## src/hw/tmwk_consts.svh

```systemverilog
// Constants of the timer group: widths, indices, reset values, clock rates.
// Assumes inclusion by bare name from each design file.
`ifndef TMWK_CONSTS_SVH
`define TMWK_CONSTS_SVH

`define TMWK_W        32
`define TMWK_ZERO     32'h0000_0000
`define TMWK_ONE      32'h0000_0001
`define TMWK_ALL1     32'hFFFF_FFFF
`define TMWK_RST_CNT  32'h0000_0000

`define TMWK_NCNT     6
`define TMWK_IX_TICK  0
`define TMWK_IX_DT    1
`define TMWK_IX_WD    3
`define TMWK_IX_WK    5

`define TMWK_CLK_HZ   20000000
`define TMWK_RC_HZ    2000000
`define TMWK_RC_DIV   (`TMWK_CLK_HZ / `TMWK_RC_HZ)
`define TMWK_SLP_DIV  64
`define TMWK_SLP_CYC  (`TMWK_RC_DIV * `TMWK_SLP_DIV)

`endif

```

## src/hw/tmwk_pkg.sv

```systemverilog
// Types shared by the timer group modules.
// Assumes nothing of its surroundings.
package tmwk_pkg;
  typedef enum logic [1:0] {
    TMWK_FREE     = 2'h0,
    TMWK_PERIODIC = 2'h1,
    TMWK_ONESHOT  = 2'h2
  } tmwk_mode_t;
endpackage

```

## src/hw/tmwk_cnt_if.sv

```systemverilog
// Control and status bundle between the timer top and one down-counter.
// Assumes one control end and one counter end per instance.
`timescale 1ns/1ns
interface tmwk_cnt_if;
  logic                  en;
  logic                  tick;
  logic                  load;
  logic [31:0]           load_val;
  tmwk_pkg::tmwk_mode_t  mode;
  logic                  expire;
  logic [31:0]           count;

  modport ctl (output en, output tick, output load, output load_val, output mode,
               input expire, input count);
  modport cnt (input en, input tick, input load, input load_val, input mode,
               output expire, output count);
endinterface

```

## src/hw/tmwk_dcnt.sv

```systemverilog
// One 32-bit down-counter with free, periodic and one-shot modes.
// Assumes tick is a one-cycle enable and load a one-cycle pulse.
`timescale 1ns/1ns
`include "tmwk_consts.svh"
module tmwk_dcnt (
  input  wire logic clk,
  input  wire logic srst,
  tmwk_cnt_if.cnt   c
);
  logic [31:0] reload;
  logic        running;
  logic        step;

  assign step = c.en && c.tick && running && !c.load;

  always_ff @(posedge clk) begin
    if (srst) begin
      reload <= `TMWK_RST_CNT;
    end else if (c.load) begin
      reload <= c.load_val;
    end
  end

  always_ff @(posedge clk) begin
    if (srst) begin
      c.count <= `TMWK_RST_CNT;
    end else if (c.load) begin
      c.count <= c.load_val;
    end else if (step) begin
      if (c.count != `TMWK_ZERO) begin
        c.count <= c.count - `TMWK_ONE;
      end else begin
        unique case (c.mode)
          tmwk_pkg::TMWK_PERIODIC: c.count <= reload;
          tmwk_pkg::TMWK_ONESHOT:  c.count <= c.count;
          default:                 c.count <= `TMWK_ALL1;
        endcase
      end
    end
  end

  // Halt after a one-shot expiry until the next load
  always_ff @(posedge clk) begin
    if (srst) begin
      running <= 1'b0;
    end else if (c.load) begin
      running <= 1'b1;
    end else if (step && c.count == `TMWK_ONE && c.mode == tmwk_pkg::TMWK_ONESHOT) begin
      running <= 1'b0;
    end
  end

  // Expiry pulse in the cycle the count lands on zero
  always_ff @(posedge clk) begin
    if (srst) begin
      c.expire <= 1'b0;
    end else begin
      c.expire <= step && c.count == `TMWK_ONE;
    end
  end

  chk_expire_at_zero: assert property (@(posedge clk) disable iff (srst)
    c.expire |-> c.count == `TMWK_ZERO)
    else $error("expiry without zero count");
  chk_count_steps: assert property (@(posedge clk) disable iff (srst)
    step && c.count > `TMWK_ONE |=> c.count == $past(c.count) - `TMWK_ONE)
    else $error("count did not step by one");
  chk_periodic_reload: assert property (@(posedge clk) disable iff (srst)
    step && c.count == `TMWK_ZERO && c.mode == tmwk_pkg::TMWK_PERIODIC
    |=> c.count == $past(reload))
    else $error("periodic reload missed");
endmodule

```

## src/hw/tmwk_top.sv

```systemverilog
// Timer group: tick timer, dual down-counter, two watchdogs, wakeup timer.
// Assumes all inputs synchronous to CLK; control pulses last one cycle.
//
// What this block does
// - 32-bit tick timer pulses periodically at a programmed interval.
// - Two independent 32-bit down-counters, each raising an interrupt on expiry.
// - Each dual counter runs free-running, periodic reload, or one-shot.
// - Two watchdogs interrupt the processor when they expire unserviced.
// - Each watchdog interrupt is also exported as a reset request output.
// - Watchdog applies system reset when software fails to service it.
// - Wakeup timer is a 32-bit down-counter on the sleep clock.
// - Wakeup timer raises an interrupt and a chip wakeup.
// - One-time mode: flag on expiry, then halt until reprogrammed.
// - Auto-reload mode: flag on expiry, then count again from reload.
// - RC sleep clock is the 2MHz RC divided by 64.
// - Slow sleep rate drives the always-on timer; main clock the rest.
`timescale 1ns/1ns
`include "tmwk_consts.svh"
module tmwk_top (
  input  wire logic        CLK,
  input  wire logic        SRST,
  input  wire logic        TICK_LOAD,
  input  wire logic [31:0] TICK_INTERVAL,
  input  wire logic        TICK_EN,
  input  wire logic        TICK_IRQ_CLR,
  output logic             TICK_PULSE,
  output logic             TICK_IRQ,
  output logic      [31:0] TICK_COUNT,
  input  wire logic [1:0]  DT_LOAD,
  input  wire logic [63:0] DT_VAL,
  input  wire logic [3:0]  DT_MODE,
  input  wire logic [1:0]  DT_EN,
  input  wire logic [1:0]  DT_IRQ_CLR,
  output logic      [63:0] DT_COUNT,
  output logic      [1:0]  DT_IRQ,
  input  wire logic [1:0]  WD_KICK,
  input  wire logic [63:0] WD_VAL,
  input  wire logic [1:0]  WD_EN,
  input  wire logic [1:0]  WD_RST_EN,
  input  wire logic [1:0]  WD_IRQ_CLR,
  output logic      [1:0]  WD_IRQ,
  output logic      [1:0]  WD_RST_REQ,
  output logic             SYS_RST,
  input  wire logic        SLP_XO,
  input  wire logic        WK_SRC_RC,
  input  wire logic        WK_LOAD,
  input  wire logic [31:0] WK_VAL,
  input  wire logic        WK_AUTO,
  input  wire logic        WK_EN,
  input  wire logic        WK_IRQ_CLR,
  output logic             WK_IRQ,
  output logic             WK_WAKE,
  output logic      [31:0] WK_COUNT,
  output logic             SLP_TICK
);
  localparam logic [3:0] RC_DIV_LAST  = 4'(`TMWK_RC_DIV - 1);
  localparam logic [5:0] SLP_DIV_LAST = 6'(`TMWK_SLP_DIV - 1);

  tmwk_cnt_if cif[`TMWK_NCNT] ();

  genvar g;
  generate
    for (g = 0; g < `TMWK_NCNT; g++) begin : gcnt
      tmwk_dcnt u_cnt (
        .clk  (CLK),
        .srst (SRST),
        .c    (cif[g].cnt)
      );
    end
  endgenerate

  // Sleep clock enables: RC path is 2 MHz enable then divide by 64
  logic [3:0] rc_div;
  logic [5:0] slp_div;
  logic       rc_2m;
  logic       rc_tick;
  logic       xo_prev;
  logic       xo_tick;
  logic       slp_tick;

  always_ff @(posedge CLK) begin
    if (SRST) begin
      rc_div <= 4'h0;
    end else if (rc_div == RC_DIV_LAST) begin
      rc_div <= 4'h0;
    end else begin
      rc_div <= rc_div + 4'h1;
    end
  end

  assign rc_2m = rc_div == RC_DIV_LAST;

  always_ff @(posedge CLK) begin
    if (SRST) begin
      slp_div <= 6'h00;
    end else if (rc_2m) begin
      slp_div <= slp_div + 6'h01;
    end
  end

  always_ff @(posedge CLK) begin
    if (SRST) begin
      rc_tick <= 1'b0;
    end else begin
      rc_tick <= rc_2m && slp_div == SLP_DIV_LAST;
    end
  end

  // Crystal sleep clock arrives as a level; its rising edge is the tick
  always_ff @(posedge CLK) begin
    if (SRST) begin
      xo_prev <= 1'b0;
    end else begin
      xo_prev <= SLP_XO;
    end
  end

  assign xo_tick  = SLP_XO && !xo_prev;
  assign slp_tick = WK_SRC_RC ? rc_tick : xo_tick;

  always_ff @(posedge CLK) begin
    if (SRST) begin
      SLP_TICK <= 1'b0;
    end else begin
      SLP_TICK <= slp_tick;
    end
  end

  // Tick timer on the main clock, always periodic
  assign cif[`TMWK_IX_TICK].en       = TICK_EN;
  assign cif[`TMWK_IX_TICK].tick     = 1'b1;
  assign cif[`TMWK_IX_TICK].load     = TICK_LOAD;
  assign cif[`TMWK_IX_TICK].load_val = TICK_INTERVAL;
  assign cif[`TMWK_IX_TICK].mode     = tmwk_pkg::TMWK_PERIODIC;
  assign TICK_PULSE = cif[`TMWK_IX_TICK].expire;
  assign TICK_COUNT = cif[`TMWK_IX_TICK].count;

  // Set wins over a clear in the same cycle
  always_ff @(posedge CLK) begin
    if (SRST) begin
      TICK_IRQ <= 1'b0;
    end else begin
      TICK_IRQ <= (TICK_IRQ && !TICK_IRQ_CLR) || cif[`TMWK_IX_TICK].expire;
    end
  end

  // Dual timer and watchdogs
  logic [1:0] dt_exp;
  logic [1:0] wd_exp;

  generate
    for (g = 0; g < 2; g++) begin : gpair
      assign cif[`TMWK_IX_DT + g].en       = DT_EN[g];
      assign cif[`TMWK_IX_DT + g].tick     = 1'b1;
      assign cif[`TMWK_IX_DT + g].load     = DT_LOAD[g];
      assign cif[`TMWK_IX_DT + g].load_val = DT_VAL[32*g +: 32];
      assign cif[`TMWK_IX_DT + g].mode     =
        tmwk_pkg::tmwk_mode_t'(DT_MODE[2*g +: 2]);
      assign dt_exp[g]            = cif[`TMWK_IX_DT + g].expire;
      assign DT_COUNT[32*g +: 32] = cif[`TMWK_IX_DT + g].count;

      // Watchdog is a one-shot that each kick reloads
      assign cif[`TMWK_IX_WD + g].en       = WD_EN[g];
      assign cif[`TMWK_IX_WD + g].tick     = 1'b1;
      assign cif[`TMWK_IX_WD + g].load     = WD_KICK[g];
      assign cif[`TMWK_IX_WD + g].load_val = WD_VAL[32*g +: 32];
      assign cif[`TMWK_IX_WD + g].mode     = tmwk_pkg::TMWK_ONESHOT;
      assign wd_exp[g] = cif[`TMWK_IX_WD + g].expire;
    end
  endgenerate

  always_ff @(posedge CLK) begin
    if (SRST) begin
      DT_IRQ <= 2'h0;
    end else begin
      DT_IRQ <= (DT_IRQ & ~DT_IRQ_CLR) | dt_exp;
    end
  end

  always_ff @(posedge CLK) begin
    if (SRST) begin
      WD_IRQ <= 2'h0;
    end else begin
      WD_IRQ <= (WD_IRQ & ~WD_IRQ_CLR) | wd_exp;
    end
  end

  always_ff @(posedge CLK) begin
    if (SRST) begin
      WD_RST_REQ <= 2'h0;
    end else begin
      WD_RST_REQ <= (WD_IRQ & ~WD_IRQ_CLR) | wd_exp;
    end
  end

  // Held until software clears the watchdog flag
  always_ff @(posedge CLK) begin
    if (SRST) begin
      SYS_RST <= 1'b0;
    end else begin
      SYS_RST <= |(WD_IRQ & WD_RST_EN);
    end
  end

  // Wakeup timer counts sleep ticks only
  assign cif[`TMWK_IX_WK].en       = WK_EN;
  assign cif[`TMWK_IX_WK].tick     = slp_tick;
  assign cif[`TMWK_IX_WK].load     = WK_LOAD;
  assign cif[`TMWK_IX_WK].load_val = WK_VAL;
  assign cif[`TMWK_IX_WK].mode     =
    WK_AUTO ? tmwk_pkg::TMWK_PERIODIC : tmwk_pkg::TMWK_ONESHOT;
  assign WK_COUNT = cif[`TMWK_IX_WK].count;

  always_ff @(posedge CLK) begin
    if (SRST) begin
      WK_IRQ <= 1'b0;
    end else begin
      WK_IRQ <= (WK_IRQ && !WK_IRQ_CLR) || cif[`TMWK_IX_WK].expire;
    end
  end

  // Wake request follows the interrupt so a sleeping chip sees the same event
  assign WK_WAKE = WK_IRQ;

  // Helper for checking sleep tick spacing
  logic [9:0] gap;
  logic       gap_ok;

  always_ff @(posedge CLK) begin
    if (SRST || rc_tick) begin
      gap <= 10'h000;
    end else if (gap != 10'h3FF) begin
      gap <= gap + 10'h001;
    end
  end

  always_ff @(posedge CLK) begin
    if (SRST) begin
      gap_ok <= 1'b0;
    end else if (rc_tick) begin
      gap_ok <= 1'b1;
    end
  end

  chk_rc_tick_spacing: assert property (@(posedge CLK) disable iff (SRST)
    rc_tick && gap_ok |-> gap == 10'(`TMWK_SLP_CYC - 1))
    else $error("RC sleep tick spacing wrong");
  chk_tick_irq_sticky: assert property (@(posedge CLK) disable iff (SRST)
    TICK_IRQ && !TICK_IRQ_CLR |=> TICK_IRQ)
    else $error("tick interrupt dropped");
  chk_dt_irq_set: assert property (@(posedge CLK) disable iff (SRST)
    DT_COUNT[31:0] == `TMWK_ZERO && $changed(DT_COUNT[31:0]) && !$past(DT_LOAD[0])
    |=> DT_IRQ[0])
    else $error("dual timer expiry lost");
  chk_wd_sys_reset: assert property (@(posedge CLK) disable iff (SRST)
    wd_exp[0] && WD_RST_EN[0] |=> ##1 SYS_RST)
    else $error("watchdog reset not applied");
  chk_wd_export: assert property (@(posedge CLK) disable iff (SRST)
    wd_exp[1] |=> WD_RST_REQ[1] && WD_IRQ[1])
    else $error("watchdog request not exported");
  chk_wk_oneshot_halt: assert property (@(posedge CLK) disable iff (SRST)
    cif[`TMWK_IX_WK].expire && !WK_AUTO && !WK_LOAD && !$past(WK_LOAD)
    ##1 !WK_LOAD [*8] |-> WK_COUNT == `TMWK_ZERO)
    else $error("one-time wakeup kept counting");
  chk_wk_wake: assert property (@(posedge CLK) disable iff (SRST)
    cif[`TMWK_IX_WK].expire |=> WK_WAKE && WK_IRQ)
    else $error("wakeup not raised");

  // Output invariants that software relies on, and the RC divider range
  chk_sys_rst_follow: assert property (@(posedge CLK) disable iff (SRST)
    |(WD_IRQ & WD_RST_EN) |=> SYS_RST)
    else $error("system reset not held");
  chk_wd_req_copy: assert property (@(posedge CLK) disable iff (SRST)
    WD_RST_REQ == WD_IRQ)
    else $error("reset request differs from interrupt");
  chk_wd_irq_set: assert property (@(posedge CLK) disable iff (SRST)
    wd_exp[0] |=> WD_IRQ[0])
    else $error("watchdog interrupt lost");
  chk_dt_irq_sticky: assert property (@(posedge CLK) disable iff (SRST)
    DT_IRQ[1] && !DT_IRQ_CLR[1] |=> DT_IRQ[1])
    else $error("dual timer interrupt dropped");
  chk_wk_irq_sticky: assert property (@(posedge CLK) disable iff (SRST)
    WK_IRQ && !WK_IRQ_CLR |=> WK_IRQ)
    else $error("wakeup interrupt dropped");
  chk_tick_pulse_zero: assert property (@(posedge CLK) disable iff (SRST)
    TICK_PULSE |-> TICK_COUNT == `TMWK_ZERO)
    else $error("tick pulse without zero count");
  chk_tick_irq_set: assert property (@(posedge CLK) disable iff (SRST)
    TICK_PULSE |=> TICK_IRQ)
    else $error("tick interrupt not raised");
  chk_slp_tick_single: assert property (@(posedge CLK) disable iff (SRST)
    SLP_TICK |=> !SLP_TICK)
    else $error("sleep tick longer than one cycle");
  chk_wk_hold_off: assert property (@(posedge CLK) disable iff (SRST)
    !WK_EN && !WK_LOAD |=> WK_COUNT == $past(WK_COUNT))
    else $error("wakeup counted while disabled");
  chk_dt_free_wrap: assert property (@(posedge CLK) disable iff (SRST)
    dt_exp[1] && DT_MODE[3:2] == 2'h0 && DT_EN[1] && !DT_LOAD[1]
    |=> DT_COUNT[63:32] == `TMWK_ALL1)
    else $error("free-running counter did not wrap");
  chk_rc_div_range: assert property (@(posedge CLK) disable iff (SRST)
    rc_div <= RC_DIV_LAST)
    else $error("RC divider out of range");
endmodule
```

## config.mk

```make
export PLATFORM = sky130hd
export DESIGN_NAME = tmwk_top
export DESIGN_NICKNAME = d
export VERILOG_FILES = /design/src/hw/tmwk_pkg.sv /design/src/hw/tmwk_cnt_if.sv /design/src/hw/tmwk_dcnt.sv /design/src/hw/tmwk_top.sv
export VERILOG_INCLUDE_DIRS = /design/src /design/src/hw
export SDC_FILE = /design/constraint.sdc
export NUM_CORES = 1
export LEC_CHECK = 0
export BUFFER_PORTS_ARGS = -buffer_cell sky130_fd_sc_hd__buf_2
export CORE_MARGIN = 3
export CORE_UTILIZATION = 52
export CTS_CLUSTER_SIZE = 16
export DETAILED_ROUTE_END_ITERATION = 7
export GPL_ROUTABILITY_DRIVEN = 0
export GPL_TIMING_DRIVEN = 0
export PLACE_DENSITY = 0.78
export SLEW_MARGIN = 20
export SYNTH_ARGS = -nofsm -noshare
export SYNTH_HDL_FRONTEND = slang
export SYNTH_HIERARCHICAL = 1
export SYNTH_SLANG_ARGS = --single-unit
```

## constraint.sdc

```tcl
create_clock -name CLK -period 2.7 [get_ports CLK]
set_clock_uncertainty 0.1 [all_clocks]
set_input_delay 0.54 -clock CLK [delete_from_list [all_inputs] [get_ports CLK]]
set_output_delay 0.54 -clock CLK [all_outputs]
set_load 0.005 [all_outputs]
```

==> results of run 1 <==
-- cells in the mapped netlist, drive strengths merged (30+ instances only) --
| library cell | count | area, µm² |
|---|---|---|
| a211o | 51 | 447 |
| a21oi | 192 | 961 |
| a311oi | 114 | 1020 |
| buf | 52 | 334 |
| clkbuf | 149 | 559 |
| dfxtp | 416 | 8330 |
| inv | 41 | 154 |
| mux2i | 49 | 490 |
| nand2 | 389 | 1460 |
| nand3 | 37 | 185 |
| nand4 | 49 | 307 |
| nor2 | 340 | 1280 |
| nor3 | 165 | 856 |
| nor4 | 57 | 394 |
| o211ai | 48 | 360 |
| o21ai | 34 | 170 |
| o311ai | 42 | 368 |
| or3 | 30 | 191 |
| xnor2 | 95 | 832 |
| xor2 | 55 | 482 |
-- worst paths after layout --
kind                                          startpoint                         to  slack [ns]  cells past startpoint
worst max-delay path            gcnt[5].u_cnt/c.count[6]  gcnt[5].u_cnt/c.count[28]       -0.30                      9
worst min-delay path                        WD_RST_EN[1]                    SYS_RST        0.08                      3
worst max register to register  gcnt[5].u_cnt/c.count[6]  gcnt[5].u_cnt/c.count[28]       -0.30                      9
worst min register to register    gcnt[3].u_cnt/c.expire              WD_RST_REQ[0]        0.34                      2
-- metrics by stage --
stage               worst slack, ns  utilization
global placement             -0.512        0.602
global route                 -0.300        0.708
floorplan                    -0.128            -
finish                       -0.296        0.708
detailed placement           -0.535        0.602
CTS                          -0.331        0.679
-- area by class of cell --
class / instances / area (µm²) / area share
Antenna cell: 9 / 22.5 / 0.000790
Buffer: 190 / 1080 / 0.0381
Clock buffer: 70 / 1410 / 0.0493
Clock inverter: 13 / 120 / 0.00421
Inverter: 50 / 193 / 0.00676
Multi-Input combinational cell: 2041 / 13700 / 0.480
Sequential cell: 416 / 8370 / 0.294
Tap cell: 525 / 657 / 0.0230
Timing Repair Buffer: 470 / 2960 / 0.104
-- power by group through the flow --
stage / registers [mW] / clock network [mW] / logic [mW]
after detailed placement: 7.14 / 0 / 2.75
final: 7.10 / 6.41 / 3.51
after CTS: 7.03 / 6.42 / 3.10
after global routing: 7.14 / 6.69 / 3.74
after global placement: 7.12 / 0 / 2.68
after floorplan: 7.03 / 0 / 1.85
-- state kept, by name, summed over array words and instances (netlist names) --
name,cells
gcnt.u_cnt/c.count,192
gcnt.u_cnt/reload,192
gcnt.u_cnt/c.expire,6
gcnt.u_cnt/running,6
slp_div,6
rc_div,4
DT_IRQ,2
WD_RST_REQ,2
SLP_TICK,1
SYS_RST,1
TICK_IRQ,1
WK_IRQ,1
rc_tick,1
xo_prev,1
-- critical path: cells and delay by family (launching register included) --
family	cells	cell delay [ns]
flops	1	0.36
compound gates	2	0.28
buf+inv	3	0.45
simple gates	4	1.64
-- metal layers --
metal  part of all wire  up-vias  wire, µm  GRT usage
li1                   -    10900         -          -
met1               0.37    11500     30800      0.440
met2               0.46     1840     38000      0.535
met3               0.12      416      9870     0.0667
met4              0.054        0      4520      0.176
met5                  0        -         0          0
-- logic make-up after synthesis --
| logic type | count (synthesis) |
|---|---|
| adder cells (fa/ha/maj) | 15 |
| AO/OA/AOI/OAI | 621 |
| flip-flops | 416 |
| buffers and inverters | 251 |
| AND/OR/NAND/NOR | 1177 |
| multiplexers | 52 |
| other | 2 |
| XOR/XNOR | 150 |
-- repair_timing --
item	CTS	global route
gates cloned	11	2
resized for setup	207	205
hold endpoints to repair	0	0
endpoints found under the setup margin	189	176
pin swaps	45	63
setup buffers	58	44
==> flow_summary.json, run 1 <==
{
  "status": "complete, but fails checks",
  "failed_checks": "DRC, setup timing",
  "critPathLaunchType": "flip-flop",
  "timing.slew.headroom": 0.414,
  "crit_required_ns": 3.03,
  "h-tree-depth": 2,
  "gr-total-overflow": 0,
  "crit_type": "flip-flop to flip-flop",
  "worstPathCellList": "or4_4 > buf_6 > or3_4 > or4_4 > buf_6 > and2_4 > clkbuf_16 > o211ai_1 > o221ai_1",
  "port_buffers": 357,
  "hold_slack_ns": 0.0786,
  "synth_edf_count": 0,
  "synth.yosys.seq_area_share": 0.387,
  "async_flop_share": 0,
  "dpl_cell_area_um2": 24200,
  "dp.cells": 3590,
  "final_cell_mix": "399 x dfxtp_1, 386 x nand2_1, 365 x buf_2, 293 x nor2_1, 178 x a21oi_1",
  "drtAntennaViolNets": 0,
  "core_um2": 40300,
  "synth-seq-cells": 416,
  "cts_hold_buf": 0,
  "synth_compound_area_frac": 0.210,
  "io-pin-count": 361,
  "cts_tree": "built",
  "grt_antenna_before_repair": 8,
  "die_y_um": 209,
  "wire_per_inst_um": 22.0,
  "syn-instance-count": 2684,
  "synth_top_family_by_area": "simple AND/OR/NAND/NOR gates",
  "drtIter0Drc": 3227,
  "cp.arrival_ns": 3.33,
  "nets": 3451,
  "fmax_ghz": 0.334,
  "critPathCaptureType": "flip-flop",
  "grt_usage": 0.339,
  "fin_area_um2": 28500,
  "via_count": 24700,
  "power_frac_comb": 0.206,
  "fin_crit_ns": 3.00,
  "layout.filler_cells": 2970,
  "area_delta_synth_final_pct": 32.4,
  "final_common_cell": "dfxtp_1",
  "p_total_mw": 17.0,
  "cellPowerDensity_nw_per_um2": 597,
  "numCtsBuffers": 46,
  "cap_violations": 0,
  "synth_fa_ha_area_frac": 0.00872,
  "setup_violations": 96,
  "drtPass1Iterations": 8,
  "grt_pass1_vias": 23000,
  "hold_violations": 0,
  "dp_hpwl_mm": 53.8,
  "synth-xor-area-share": 0.0610,
  "finalNonFillerCells": 3784,
  "synth_ff_type": "dfxtp_1",
  "row_count": 73,
  "initial_core_util": 0.535,
  "power.share.clock": 0.376,
  "power_leakage_nw": 11.3,
  "dieArea_um2": 43900,
  "cpPeakStageDelay_ns": 0.54,
  "synth_cell_type_count": 71,
  "syn_avg_cell_area_um2": 8.02,
  "fin_ws_ns": -0.296,
  "dieWidth_um": 209,
  "min_period_over_period": 1.11,
  "internal_power_mw": 11.8,
  "drc": 8,
  "cts_sinks": 416,
  "drive_gt1_frac": 0.274,
  "cts_max_path_buffers": 3,
  "power_switching_mw": 5.19,
  "slew_viol_final": 0,
  "seqPwrFrac": 0.417,
  "ys.warnings.count": 6,
  "power.switching_fraction": 0.305,
  "drt-total-wl_mm": 83.2,
  "critPathSlowestCell": "or4_4",
  "yosys.area_share.simple": 0.258,
  "vdd_drop_max_v": 0.000538,
  "viasPerCell": 6.52,
  "tightest_slew_ns": 0.879,
  "finalSetupTns_ns": -16.29,
  "rsz0062_at_grt": "true",
  "muxShareOfSynthArea": 0.0247,
  "synthesis.area_um2": 21500,
  "clk_latency_ns": 0.60,
  "grt_max_degree": 14,
  "hold_class": "input pin to flip-flop",
  "cp_max_fo": 5,
  "cts-root-buf": "clkbuf_16",
  "grt_first_pass_wirelength_mm": 123,
  "clkTransAtPathRegs_ns": 0.06
}
Note: power is estimated with default switching activity, not from simulation.
==> run 2, diff against run 1 <==
--- a/config.mk
+++ b/config.mk
@@ -12,5 +12,5 @@
 export CTS_CLUSTER_SIZE = 16
 export DETAILED_ROUTE_END_ITERATION = 7
-export GPL_ROUTABILITY_DRIVEN = 0
+export GPL_ROUTABILITY_DRIVEN = 1
 export GPL_TIMING_DRIVEN = 0
 export PLACE_DENSITY = 0.78
==> constraint.sdc (replaced) <==
create_clock -name CLK -period 2.7 [get_ports CLK]
set_clock_uncertainty 0.1 [all_clocks]
set_input_delay 0.54 -clock CLK [delete_from_list [all_inputs] [get_ports CLK]]
set_output_delay 0.54 -clock CLK [all_outputs]
set_load 0.02 [all_outputs]
==> flow_summary.json, run 2 (synthesis results as in run 1) <==
{
  "h-tree-depth": 2,
  "via_count": 24400,
  "numCtsBuffers": 47,
  "timing.slew.headroom": 0.456,
  "status": "complete, but fails checks",
  "setup_violations": 93,
  "dp_hpwl_mm": 54.8,
  "reg2reg_slack_ns": -0.20,
  "nets": 3443,
  "clk_latency_ns": 0.58,
  "drive_gt1_frac": 0.275,
  "final_common_cell": "dfxtp_1",
  "grt_max_degree": 13,
  "fmax_ghz": 0.345,
  "die_y_um": 209,
  "cts-root-buf": "clkbuf_16",
  "final_cell_mix": "397 x dfxtp_1, 384 x nand2_1, 364 x buf_2, 289 x nor2_1, 177 x a21oi_1",
  "cellPowerDensity_nw_per_um2": 608,
  "crit_required_ns": 3.07,
  "fin_ws_ns": -0.200,
  "clkTransAtPathRegs_ns": 0.06,
  "dieArea_um2": 43900,
  "critPathSlowestCell": "or4b_4",
  "initial_core_util": 0.535,
  "critPathCaptureType": "flip-flop",
  "power_leakage_nw": 11.3,
  "cap_violations": 0,
  "wire_per_inst_um": 22.0,
  "drtPass1Iterations": 7,
  "finalSetupTns_ns": -10.28,
  "crit_type": "flip-flop to flip-flop",
  "row_count": 73,
  "min_period_over_period": 1.07,
  "cp_max_fo": 6,
  "hold_path_depth": 3,
  "viasPerCell": 6.47,
  "tightest_slew_ns": 0.817,
  "grt_antenna_before_repair": 7,
  "hold_violations": 0,
  "drtAntennaViolNets": 0,
  "port_buffers": 357,
  "cts_max_path_buffers": 3,
  "ff2ff_path_depth": 9,
  "io-pin-count": 361,
  "drtIter0Drc": 3074,
  "drc": 0,
  "gp_congestion": 0.973,
  "failed_checks": "setup timing",
  "drt-total-wl_mm": 82.9,
  "slew_viol_final": 0,
  "pre_cts_ws_ns": -0.576,
  "critPathLaunchType": "flip-flop",
  "fin_crit_ns": 2.90,
  "hold_slack_ns": 0.106,
  "grt_usage": 0.340,
  "worstPathCellList": "inv_4 > ha_4 > or4b_4 > or3_4 > or4_4 > a21o_4 > buf_12 > clkbuf_16 > a311oi_1",
  "cts_sinks": 416,
  "rsz0062_at_grt": "true",
  "vdd_drop_max_v": 0.000458,
  "dieWidth_um": 209,
  "cp.arrival_ns": 3.27,
  "cpPeakStageDelay_ns": 0.47,
  "grt_pass1_vias": 22800,
  "cts_tree": "built",
  "top_regs": "gcnt.u_cnt/c.count x192, gcnt.u_cnt/reload x192",
  "grt_first_pass_wirelength_mm": 123,
  "area_delta_synth_final_pct": 32.5,
  "hold_class": "input pin to flip-flop",
  "core_um2": 40300,
  "gr-total-overflow": 0
}
## run 2: layout make-up
class | count | area, µm²
repair buffers | 462 | 2840
plain buffers | 189 | 1090
well taps | 525 | 657
flip-flops and latches | 416 | 8380
diodes | 6 | 15.0
fillers | 3048 | 11800
inverters | 50 | 193
clock inverters | 5 | 100
multi-input cells | 2041 | 13800
clock buffers | 76 | 1460
## run 2: final timing paths
check,endpoint,start
setup / recovery,gcnt[5].u_cnt/c.count[16],gcnt[5].u_cnt/c.count[1]
hold / removal,SYS_RST,WD_RST_EN[1]
setup reg to reg,gcnt[5].u_cnt/c.count[16],gcnt[5].u_cnt/c.count[1]
hold reg to reg,WD_RST_REQ[0],gcnt[3].u_cnt/c.expire
## run 2: metal layers
layer  wire length, µm  up-vias  global-route usage
li1                  -    10800                   -
met1             31600    11500               0.459
met2             37800     1708               0.531
met3              9590      333              0.0581
met5                13        -                   0
met4              3890        2               0.162
## run 2: per-stage QoR
step | utilization | area, µm² | total power, mW | std cells
6_report | 0.708 | 28500 | 17.3 | 3770
5_1_grt | 0.708 | 28500 | 17.9 | 3769
4_1_cts | 0.676 | 27200 | 16.9 | 3728
3_5_place_dp | 0.602 | 24200 | 10.1 | 3590
3_3_place_gp | 0.602 | 24200 | 9.99 | 3590
2_1_floorplan | - | 21800 | 9.06 | 2708
## run 2: power breakdown
group          internal (mW)  switching, mW
registers               6.55          0.561
logic                   1.52           2.17
clock network           3.94           2.60
## run 2: critical path, delay by kind of cell, from the launching register on
kind / cells / cell delay, ns
simple gates: 3 / 1.33
flops: 1 / 0.35
compound gates: 2 / 0.50
fa+ha+maj: 1 / 0.13
buf+inv: 3 / 0.37
## run 2: timing repair
| action | CTS | global route |
|---|---|---|
| resized for setup | 207 | 226 |
| endpoints found under the setup margin | 189 | 181 |
| pin swaps | 43 | 55 |
| buffers inserted | 55 | 38 |
| hold buffers | 0 | 0 |
| cloned | 8 | 5 |
